===== src/bse_pkg.sv =====
/*
  Constants and types for the branch and system-control execute block:
  opcode patterns, minimum cycle counts, reset values and port structs.
  Assumes 16-bit instruction words, 32-bit data and sixteen registers.
*/
// Functional notes
// - Branch-if-false: T clear loads PC plus 2*disp in 3 cycles, else 1.
// - Branch-if-true: T set loads PC plus 2*disp in 3 cycles, else 1.
// - Branch-always: delayed branch to PC plus 2*disp12 in 2 cycles.
// - Branch-to-subroutine: PC saved in return register, delayed branch.
// - Jump-indirect: delayed branch to general register value, 2 cycles.
// - Call-indirect: PC saved in return register, delayed jump to Rm.
// - Return: delayed branch to the return register, 2 cycles.
// - Clear-accumulator zeroes both halves in 1 cycle, T unchanged.
// - Control loads from Rm (1 cycle) or memory post-increment (3).
// - System loads from Rm or memory post-increment, 1 cycle each.
// - Control stores to Rn (1 cycle) or pre-decrement memory (2).
// - System stores to Rn or pre-decrement memory, 1 cycle each.
// - Return-from-exception pops PC and status as delayed branch, 4 cycles.
// - Sleep takes 3 execution states before entering sleep.
// - Trap pushes PC and status, loads PC from vector base plus 4*imm.
// - Cycle counts are minimums; more cycles may be taken.
// - Memory contention and load-use dependence insert extra cycles.
package bse_pkg;
  localparam logic [7:0]  OP_BF     = 8'h8b;
  localparam logic [7:0]  OP_BT     = 8'h89;
  localparam logic [7:0]  OP_TRAP   = 8'hc3;
  localparam logic [3:0]  OP_BRA    = 4'ha;
  localparam logic [3:0]  OP_BSR    = 4'hb;
  localparam logic [3:0]  GRP_0     = 4'h0;
  localparam logic [3:0]  GRP_4     = 4'h4;
  localparam logic [7:0]  LO_JSR    = 8'h0b;
  localparam logic [7:0]  LO_JMP    = 8'h2b;
  localparam logic [15:0] W_RTS     = 16'h000b;
  localparam logic [15:0] W_CLEAR_TEST_FLAG    = 16'h0008;
  localparam logic [15:0] W_SET_TEST_FLAG    = 16'h0018;
  localparam logic [15:0] W_CLEAR_ACCUMULATOR  = 16'h0028;
  localparam logic [15:0] W_SLEEP   = 16'h001b;
  localparam logic [15:0] W_RTE     = 16'h002b;
  localparam logic [3:0]  NB_LDC    = 4'he;
  localparam logic [3:0]  NB_LDCM   = 4'h7;
  localparam logic [3:0]  NB_LDS    = 4'ha;
  localparam logic [3:0]  NB_LDSM   = 4'h6;
  localparam logic [3:0]  NB_STC    = 4'h2;
  localparam logic [3:0]  NB_STCM   = 4'h3;
  localparam logic [3:0]  NB_STS    = 4'ha;
  localparam logic [3:0]  NB_STSM   = 4'h2;
  localparam logic [1:0]  SEL_0     = 2'h0;
  localparam logic [1:0]  SEL_1     = 2'h1;
  localparam logic [1:0]  SEL_BAD   = 2'h3;
  localparam logic [2:0]  CYC_ONE   = 3'h1;
  localparam logic [2:0]  CYC_DLY   = 3'h2;
  localparam logic [2:0]  CYC_TAKEN = 3'h3;
  localparam logic [2:0]  CYC_LDCM  = 3'h3;
  localparam logic [2:0]  CYC_STCM  = 3'h2;
  localparam logic [2:0]  CYC_RTE   = 3'h4;
  localparam logic [2:0]  CYC_SLEEP = 3'h3;
  localparam logic [2:0]  CYC_TRAP  = 3'h0;
  localparam logic [31:0] ADDR_STEP = 32'h4;
  localparam logic [31:0] SP_FRAME  = 32'h8;
  localparam logic [3:0]  SP_IDX    = 4'hf;
  localparam logic [31:0] RST_WORD  = 32'h0;
  localparam int          T_BIT     = 0;
  // The trap count wraps the 3-bit counter: 8 cycles reload as 0 - 1 = 7.
  typedef enum logic [1:0] {ST_IDLE, ST_MEM, ST_ARM, ST_SLEEP} bse_state_t;
  typedef enum logic [2:0] {MK_LDC, MK_LDS, MK_WR, MK_RTE, MK_TRAP} bse_kind_t;
  typedef struct packed {
    logic        valid;
    logic [15:0] word;
    logic [31:0] pc;
    logic [31:0] regVal;
    logic [31:0] stackPtr;
  } bse_insn_t;
  typedef struct packed {
    logic        req;
    logic        write;
    logic [31:0] addr;
    logic [31:0] wdata;
  } bse_mem_t;
  typedef struct packed {
    logic        we;
    logic [3:0]  idx;
    logic [31:0] data;
  } bse_regwr_t;
  typedef struct packed {
    logic        load;
    logic        delayed;
    logic [31:0] target;
  } bse_pcld_t;
  typedef struct packed {
    logic [31:0] sr;
    logic [31:0] global_base_register;
    logic [31:0] vector_base_register;
    logic [31:0] pr;
    logic [31:0] accumulator_high;
    logic [31:0] accumulator_low;
  } bse_sysregs_t;
endpackage


===== src/bse_branch_sysctl_exec.sv =====
/*
  Execute stage for branch and system-control instructions: decodes the
  issued word, sequences data-memory accesses and holds the control and
  system registers. Assumes the register file bypasses regWr onto regVal
  and the fetch unit honours pcLd, running one slot when it is delayed.
*/
`timescale 1ns/1ns
module bse_branch_sysctl_exec (
  // Clock and reset.
  input  wire logic                   clk_sys,
  input  wire logic                   rst_n,
  // Instruction issue.
  input  wire bse_pkg::bse_insn_t     insn,
  output logic                        insReady,
  // Data memory bus.
  output bse_pkg::bse_mem_t           mem,
  input  wire logic [31:0]            memRdata,
  input  wire logic                   memAck,
  // Register write-back and PC load.
  output bse_pkg::bse_regwr_t         regWr,
  output bse_pkg::bse_pcld_t          pcLd,
  // Core state.
  output bse_pkg::bse_sysregs_t       sysRegs,
  output logic                        tFlag,
  output logic                        sleepMode,
  input  wire logic                   wakeUp
);
  import bse_pkg::*;

  bse_state_t  state;
  bse_state_t  next_state;
  bse_kind_t   memKind;
  bse_kind_t   next_kind;
  logic [2:0]  minCnt;
  logic [2:0]  next_minCnt;
  logic [2:0]  cycNeed;
  logic [1:0]  memStep;
  logic [1:0]  memSel;
  logic        memWrite;
  logic [31:0] memAddr;
  logic [31:0] memWdata;
  logic [31:0] holdWord;
  logic [31:0] vecAddr;
  logic [31:0] sr;
  logic [31:0] global_base_register;
  logic [31:0] vector_base_register;
  logic [31:0] pr;
  logic [31:0] accumulator_high;
  logic [31:0] accumulator_low;

  // Decode of the issued word.
  logic [15:0] w;
  logic [1:0]  sel;
  logic        selOk;
  logic        is0;
  logic        is4;
  assign w     = insn.word;
  assign sel   = w[5:4];
  assign selOk = (w[7:6] == 2'h0) && (sel != SEL_BAD);
  assign is0   = (w[15:12] == GRP_0);
  assign is4   = (w[15:12] == GRP_4);

  logic isBf, isBt, isBra, isBsr, isJmp, isJsr, isRts, isTrap;
  logic isClrt, isSett, isClrmac, isSleep, isRte;
  logic isLdc, isLdcM, isLds, isLdsM, isStc, isStcM, isSts, isStsM;
  assign isBf     = (w[15:8] == OP_BF);
  assign isBt     = (w[15:8] == OP_BT);
  assign isBra    = (w[15:12] == OP_BRA);
  assign isBsr    = (w[15:12] == OP_BSR);
  assign isTrap   = (w[15:8] == OP_TRAP);
  assign isJmp    = is4 && (w[7:0] == LO_JMP);
  assign isJsr    = is4 && (w[7:0] == LO_JSR);
  assign isRts    = (w == W_RTS);
  assign isClrt   = (w == W_CLEAR_TEST_FLAG);
  assign isSett   = (w == W_SET_TEST_FLAG);
  assign isClrmac = (w == W_CLEAR_ACCUMULATOR);
  assign isSleep  = (w == W_SLEEP);
  assign isRte    = (w == W_RTE);
  assign isLdc    = is4 && selOk && (w[3:0] == NB_LDC);
  assign isLdcM   = is4 && selOk && (w[3:0] == NB_LDCM);
  assign isLds    = is4 && selOk && (w[3:0] == NB_LDS);
  assign isLdsM   = is4 && selOk && (w[3:0] == NB_LDSM);
  assign isStc    = is0 && selOk && (w[3:0] == NB_STC);
  assign isStcM   = is4 && selOk && (w[3:0] == NB_STCM);
  assign isSts    = is0 && selOk && (w[3:0] == NB_STS);
  assign isStsM   = is4 && selOk && (w[3:0] == NB_STSM);

  logic        tNow, bfTaken, btTaken, delayedBr, needMem, isSysOp;
  logic [31:0] brTarget, jumpTarget, ctlAcc, sysAcc;
  assign tNow      = sr[T_BIT];
  assign bfTaken   = isBf && !tNow;
  assign btTaken   = isBt && tNow;
  assign delayedBr = isBra || isBsr || isJmp || isJsr || isRts;
  assign needMem   = isLdcM || isLdsM || isStcM || isStsM || isRte || isTrap;
  assign isSysOp   = isBf || isBt || isRts || isTrap || isRte || isClrt
                  || isSett || isClrmac || isLdc || isLdcM || isLds
                  || isLdsM || isStc || isStcM || isSts || isStsM;
  assign brTarget  = insn.pc + ((isBra || isBsr)
                   ? {{19{w[11]}}, w[11:0], 1'b0}
                   : {{23{w[7]}}, w[7:0], 1'b0});
  assign jumpTarget = (isJmp || isJsr) ? insn.regVal
                    : isRts ? pr : brTarget;
  assign ctlAcc = (sel == SEL_0) ? sr : (sel == SEL_1) ? global_base_register : vector_base_register;
  assign sysAcc = (sel == SEL_0) ? accumulator_high : (sel == SEL_1) ? accumulator_low : pr;

  // Minimum execution cycles of the issued word.
  assign cycNeed = (bfTaken || btTaken) ? CYC_TAKEN
                 : delayedBr ? CYC_DLY
                 : isLdcM ? CYC_LDCM
                 : isStcM ? CYC_STCM
                 : isRte ? CYC_RTE
                 : isSleep ? CYC_SLEEP
                 : isTrap ? CYC_TRAP : CYC_ONE;
  assign next_kind = (isLdcM) ? MK_LDC : isLdsM ? MK_LDS
                   : isRte ? MK_RTE : isTrap ? MK_TRAP : MK_WR;

  // Issue handshake and memory sequencing status.
  logic memDone, lastStep, finishing, overlapOk, pendingLoad, hazard;
  logic accept, rteDone, trapDone;
  assign memDone     = (state == ST_MEM) && memAck;
  assign lastStep    = (memKind == MK_RTE) ? (memStep == 2'h1)
                     : (memKind == MK_TRAP) ? (memStep == 2'h2) : 1'b1;
  assign finishing   = memDone && lastStep;
  assign overlapOk   = finishing && (memKind != MK_RTE)
                     && (memKind != MK_TRAP);
  assign pendingLoad = (state == ST_MEM)
                     && (memKind == MK_LDC || memKind == MK_LDS);
  assign hazard      = pendingLoad && isSysOp;
  assign insReady    = ((state == ST_IDLE) || overlapOk)
                     && (minCnt == 3'h0) && !hazard;
  assign accept      = insn.valid && insReady;
  assign rteDone     = memDone && (memKind == MK_RTE) && (memStep == 2'h1);
  assign trapDone    = memDone && (memKind == MK_TRAP) && (memStep == 2'h2);
  assign next_minCnt = accept ? cycNeed - 3'h1
                     : (minCnt != 3'h0) ? minCnt - 3'h1 : minCnt;

  always_comb begin
    next_state = state;
    case (state)
      ST_IDLE: next_state = ST_IDLE;
      ST_MEM: if (finishing) next_state = ST_IDLE;
      ST_ARM: if (minCnt == 3'h1) next_state = ST_SLEEP;
      ST_SLEEP: if (wakeUp) next_state = ST_IDLE;
      default: next_state = ST_IDLE;
    endcase
    if (accept && needMem) next_state = ST_MEM;
    else if (accept && isSleep) next_state = ST_ARM;
  end

  always_ff @(posedge clk_sys) begin
    if (!rst_n) begin
      state  <= ST_IDLE;
      minCnt <= 3'h0;
    end else begin
      state  <= next_state;
      minCnt <= next_minCnt;
    end
  end

  // Data access set-up at issue, then one step per acknowledge.
  always_ff @(posedge clk_sys) begin
    if (!rst_n) begin
      memKind  <= MK_LDC;
      memSel   <= SEL_0;
      memStep  <= 2'h0;
      memWrite <= 1'b0;
      memAddr  <= RST_WORD;
      memWdata <= RST_WORD;
      holdWord <= RST_WORD;
      vecAddr  <= RST_WORD;
    end else if (accept) begin
      memKind  <= next_kind;
      memSel   <= sel;
      memStep  <= 2'h0;
      holdWord <= insn.pc;
      vecAddr  <= vector_base_register + {22'h0, w[7:0], 2'h0};
      memWrite <= isStcM || isStsM || isTrap;
      memAddr  <= (isLdcM || isLdsM) ? insn.regVal
                : isRte ? insn.stackPtr
                : isTrap ? insn.stackPtr - ADDR_STEP
                : insn.regVal - ADDR_STEP;
      memWdata <= isStcM ? ctlAcc : isStsM ? sysAcc : sr;
    end else if (memDone) begin
      memStep <= memStep + 2'h1;
      if (memKind == MK_RTE) begin
        holdWord <= memRdata;
        memAddr  <= memAddr + ADDR_STEP;
      end else if (memKind == MK_TRAP && memStep == 2'h0) begin
        memAddr  <= memAddr - ADDR_STEP;
        memWdata <= holdWord;
      end else if (memKind == MK_TRAP) begin
        memAddr  <= vecAddr;
        memWrite <= 1'b0;
      end
    end
  end

  // Control and system registers; issue wins over a finishing load.
  always_ff @(posedge clk_sys) begin
    if (!rst_n) begin
      sr   <= RST_WORD;
      global_base_register  <= RST_WORD;
      vector_base_register  <= RST_WORD;
      pr   <= RST_WORD;
      accumulator_high <= RST_WORD;
      accumulator_low <= RST_WORD;
    end else begin
      if (memDone && memKind == MK_LDC) begin
        case (memSel)
          SEL_0: sr <= memRdata;
          SEL_1: global_base_register <= memRdata;
          default: vector_base_register <= memRdata;
        endcase
      end
      if (memDone && memKind == MK_LDS) begin
        case (memSel)
          SEL_0: accumulator_high <= memRdata;
          SEL_1: accumulator_low <= memRdata;
          default: pr <= memRdata;
        endcase
      end
      if (rteDone) sr <= memRdata;
      if (accept && (isClrt || isSett)) sr[T_BIT] <= isSett;
      if (accept && isClrmac) begin
        accumulator_high <= RST_WORD;
        accumulator_low <= RST_WORD;
      end
      if (accept && isLdc) begin
        case (sel)
          SEL_0: sr <= insn.regVal;
          SEL_1: global_base_register <= insn.regVal;
          default: vector_base_register <= insn.regVal;
        endcase
      end
      if (accept && isLds) begin
        case (sel)
          SEL_0: accumulator_high <= insn.regVal;
          SEL_1: accumulator_low <= insn.regVal;
          default: pr <= insn.regVal;
        endcase
      end
      if (accept && (isBsr || isJsr)) pr <= insn.pc;
    end
  end

  // General register write-back and PC load pulses.
  logic        next_regWe;
  logic [3:0]  next_regIdx;
  logic [31:0] next_regData;
  assign next_regWe   = isLdcM || isLdsM || isStcM || isStsM || isStc
                     || isSts || isRte || isTrap;
  assign next_regIdx  = (isRte || isTrap) ? SP_IDX : w[11:8];
  assign next_regData = (isLdcM || isLdsM) ? insn.regVal + ADDR_STEP
                      : (isStcM || isStsM) ? insn.regVal - ADDR_STEP
                      : isStc ? ctlAcc
                      : isSts ? sysAcc
                      : isRte ? insn.stackPtr + SP_FRAME
                      : insn.stackPtr - SP_FRAME;

  always_ff @(posedge clk_sys) begin
    if (!rst_n) begin
      regWr <= '0;
      pcLd  <= '0;
    end else begin
      regWr <= '{accept && next_regWe, next_regIdx, next_regData};
      if (accept && (bfTaken || btTaken || delayedBr))
        pcLd <= '{1'b1, delayedBr, jumpTarget};
      else if (rteDone)
        pcLd <= '{1'b1, 1'b1, holdWord};
      else if (trapDone)
        pcLd <= '{1'b1, 1'b0, memRdata};
      else
        pcLd <= '{1'b0, pcLd.delayed, pcLd.target};
    end
  end

  assign mem       = '{state == ST_MEM, memWrite, memAddr, memWdata};
  assign sysRegs   = '{sr, global_base_register, vector_base_register, pr, accumulator_high, accumulator_low};
  assign tFlag     = sr[T_BIT];
  assign sleepMode = (state == ST_SLEEP);
endmodule // bse_branch_sysctl_exec


===== config.mk =====
export PLATFORM = sky130hd
export DESIGN_NAME = bse_branch_sysctl_exec
export DESIGN_NICKNAME = d
export VERILOG_FILES = /design/src/bse_pkg.sv /design/src/bse_branch_sysctl_exec.sv
export SDC_FILE = /design/constraint.sdc
export NUM_CORES = 2
export LEC_CHECK = 0
export BUFFER_PORTS_ARGS = -buffer_cell sky130_fd_sc_hd__buf_2
export CORE_ASPECT_RATIO = 0.7
export CORE_MARGIN = 5
export CORE_UTILIZATION = 58
export DETAILED_ROUTE_END_ITERATION = 8
export PLACE_DENSITY_LB_ADDON = 0.25
export SKIP_CTS_REPAIR_TIMING = 1
export SYNTH_ARGS = -nofsm -noshare
export SYNTH_HDL_FRONTEND = slang
export SYNTH_SLANG_ARGS = --single-unit

===== constraint.sdc =====
create_clock -name clk_sys -period 6.25 [get_ports clk_sys]
set_input_delay 0.9375 -clock clk_sys [delete_from_list [all_inputs] [get_ports clk_sys]]
set_output_delay 0.9375 -clock clk_sys [all_outputs]
set_load 0.005 [all_outputs]

==> impl_metrics.json <==
{
  "initial_core_util": 0.5866,
  "setup_violations": 0,
  "avgSynthCellArea_um2": 7.424,
  "outcome": "finished with violations",
  "powerDensity_nw_per_um2": 263.3,
  "synth_ff_type": "dfxtp_1",
  "violations": "DRC",
  "grtUsageTotal": 0.4640,
  "gr-total-overflow": 0,
  "drt_iter0_drc": 5958,
  "port_buffers": 480,
  "path_max_fanout": 36,
  "grt_pass1_vias": 30650,
  "die_x_um": 277.0,
  "report.final.slew_viol_count": 0,
  "syn_area_um2": 28950,
  "yosysTopAreaCellShare": 0.2794,
  "whs_path_depth": 2,
  "clkSlewWorstSetupHoldPaths_ns": 0.06,
  "final_cell_mix": "489 x nor2_1, 478 x buf_2, 404 x dfxtp_1, 358 x nand2_1, 282 x a21oi_1",
  "vias": 34430,
  "max_slew.worst_pin.slew_ns": 1.311,
  "synth.distinct_cells": 88,
  "root_buffer": "clkbuf_16",
  "place.gp.congestion": 1.040,
  "power.leakage_nw": 13.73,
  "skew_ns": 0.04722,
  "layout.nets": 4338,
  "synth_top_area_cell": "dfxtp_1",
  "clkSinkCount": 404,
  "dpl.hpwl_mm": 99.70,
  "min_period_ns": 4.911,
  "grt_max_degree": 169,
  "max_stage_delay_ns": 0.67,
  "r2r_end": "accumulator_low[23]",
  "peakVddDrop_v": 0.0002564,
  "drc_errors": 3,
  "largest_reg_flops": 37,
  "ys_top_cells_by_area": "dfxtp_1 28%, mux2i_1 8.0%, nor2_1 6.4%, a21oi_1 4.9%, nand2_1 4.7%",
  "cp.required_ns": 6.63,
  "synth-seq-area-share": 0.2794,
  "ant_nets": 0,
  "wl_per_cell_um": 28.39,
  "cts_buffer_depth": 3,
  "layout_commonest_cell": "nor2_1",
  "clock_tree.htree_level_count": 2,
  "cp-end-kind": "flip-flop",
  "postLayoutCoreUtil": 0.6675,
  "die-area_um2": 54550,
  "fmax_mhz": 203.6,
  "fp.dieH_um": 196.9,
  "core_area_um2": 49350,
  "antenna_found_initial": 6,
  "hp-start": "vecAddr[2]",
  "drive_gt1_frac": 0.1681,
  "synth_edf_count": 0,
  "area_growth_pct": 13.79,
  "cts_tree": "done",
  "worstSetupPathType": "input port to flip-flop",
  "clock_latency_ns": 0.60,
  "async_flop_share": 0,
  "regMostFlops": "regWr",
  "syn-instance-count": 3899,
  "wl_mm": 136.5,
  "min_to": "vecAddr[2]",
  "period_share": 0.7857,
  "arrival_ns": 5.29,
  "largest_registers": "regWr x37, pcLd x34",
  "slew_headroom": 0.1257,
  "crit-reg2reg-launch": "memKind[1]",
  "detailedRoute.firstPassIterationCount": 9,
  "ff2ff_path_depth": 10,
  "syn-num-nets": 4128,
  "grt_first_pass_wirelength_mm": 198.3,
  "hold_class": "flip-flop to flip-flop",
  "hold_viol": 0,
  "drv_cap": 0,
  "cts_buffers": 43,
  "synth_warnings": 0,
  "setup_tns_ns": 0,
  "slowest_stage": "nor4_2",
  "synth_seq_cells": 404,
  "via_per_inst": 7.159,
  "start_kind": "input port",
  "reg2reg_slack_ns": 1.83,
  "row_count": 68,
  "rsz0062_at_grt": "false",
  "io_pins": 481,
  "crit_chain": "buf_2, nor4_2, nand3_1, nor2_1, buf_4, inv_2, fa_1, a211oi_1, nor2_1, o211ai_1, nand3_1, a41oi_1, o41ai_1, xor2_1, a21oi_1, a211oi_1"
}
==> worst max-delay path, delay by kind of cell <==
| family | cells | cell delay (ns) |
|---|---|---|
| compound gates | 6 | 1.56 |
| xor+xnor | 1 | 0.16 |
| fa+ha+maj | 1 | 0.54 |
| buf+inv | 3 | 0.71 |
| simple gates | 5 | 1.35 |
==> metrics by stage <==
stage	instances	area, µm²	setup WS (ns)	power, W	hold WS (ns)
after detailed placement	4729	31370	0.9456	0.005677	0.4492
final	4810	32940	1.339	0.008674	0.4583
after global placement	4729	31370	0.9946	0.005657	0.4425
after CTS	4806	32930	1.526	0.008534	0.4587
after global routing	4807	32930	1.053	0.008924	0.4796
after floorplan	3899	28950	1.629	0.004743	0.4320
==> power by group <==
group | total (W) | leakage (nW) | internal (W) | switching, W
clock network | 0.00291 | 0.758 | 0.00172 | 0.00119
registers | 0.00332 | 3.29 | 0.00291 | 0.000409
logic | 0.00244 | 9.68 | 0.000886 | 0.00155
total | 0.00867 | 13.7 | 0.00552 | 0.00316
==> metal layers <==
| layer | track usage | vias up | part of all wire |
|---|---|---|---|
| met3 | 0.1568 | 612 | 0.16 |
| li1 | - | 14840 | - |
| met2 | 0.6633 | 3037 | 0.40 |
| met4 | 0.2561 | 4 | 0.070 |
| met1 | 0.6176 | 15940 | 0.37 |
| met5 | 0 | - | 0.00018 |
==> kinds of logic after synthesis <==
group	share of synthesized area
flip-flops	0.2794
AO/OA/AOI/OAI	0.2784
XOR/XNOR	0.03994
adder cells (fa/ha/maj)	0.03536
buffers and inverters	0.06034
multiplexers	0.08105
AND/OR/NAND/NOR	0.2255
==> worst max path at each step <==
stage | startpoint | endpoint | slack, ns | depth (start not counted)
2_1_floorplan | insn[100] | regWr[29] | 1.63 | 14
3_3_place_gp | insn[101] | regWr[29] | 0.99 | 15
3_5_place_dp | insn[101] | regWr[29] | 0.95 | 15
4_1_cts | insn[101] | regWr[29] | 1.53 | 15
5_1_grt | insn[101] | regWr[28] | 1.05 | 15
6_report | insn[104] | regWr[29] | 1.34 | 16
==> layout make-up <==
cell class / instances / area [µm²]
Sequential cell: 404 / 8088
Inverter: 50 / 195.2
Tap cell: 665 / 832.0
Clock buffer: 57 / 1230
Antenna cell: 4 / 10.01
Timing Repair Buffer: 555 / 3020
Fill cell: 4321 / 16410
Multi-Input combinational cell: 3055 / 19240
Clock inverter: 20 / 326.6
==> cell usage after synthesis (8+ instances only) <==
master and count:
buf_2 58, a21boi_0 9, nand2_1 366, and2_1 23, nand2b_1 13, o21a_1 15, a21o_1 26, nand4_1 34
ha_1 77, nor4_2 8, a221oi_1 25, o21ai_0 257, o31ai_1 10, clkbuf_1 276, nand3_1 117, nor2_1 495
nor3_1 96, o211ai_1 52, o2bb2ai_1 66, nor4_1 47, nor2b_1 15, inv_1 48, o221ai_1 23, o311a_1 10
nand3b_1 8, a41oi_1 10, o22ai_1 47, buf_1 51, and3_1 76, and4_1 17, a31oi_1 44, or4_1 13
a311oi_1 93, a211oi_1 160, a21oi_1 283, xnor2_1 76, dfxtp_1 404, mux2i_1 231, a2111oi_0 8, or3_1 27
xor2_1 56
Power figures use the tool's default switching activity.
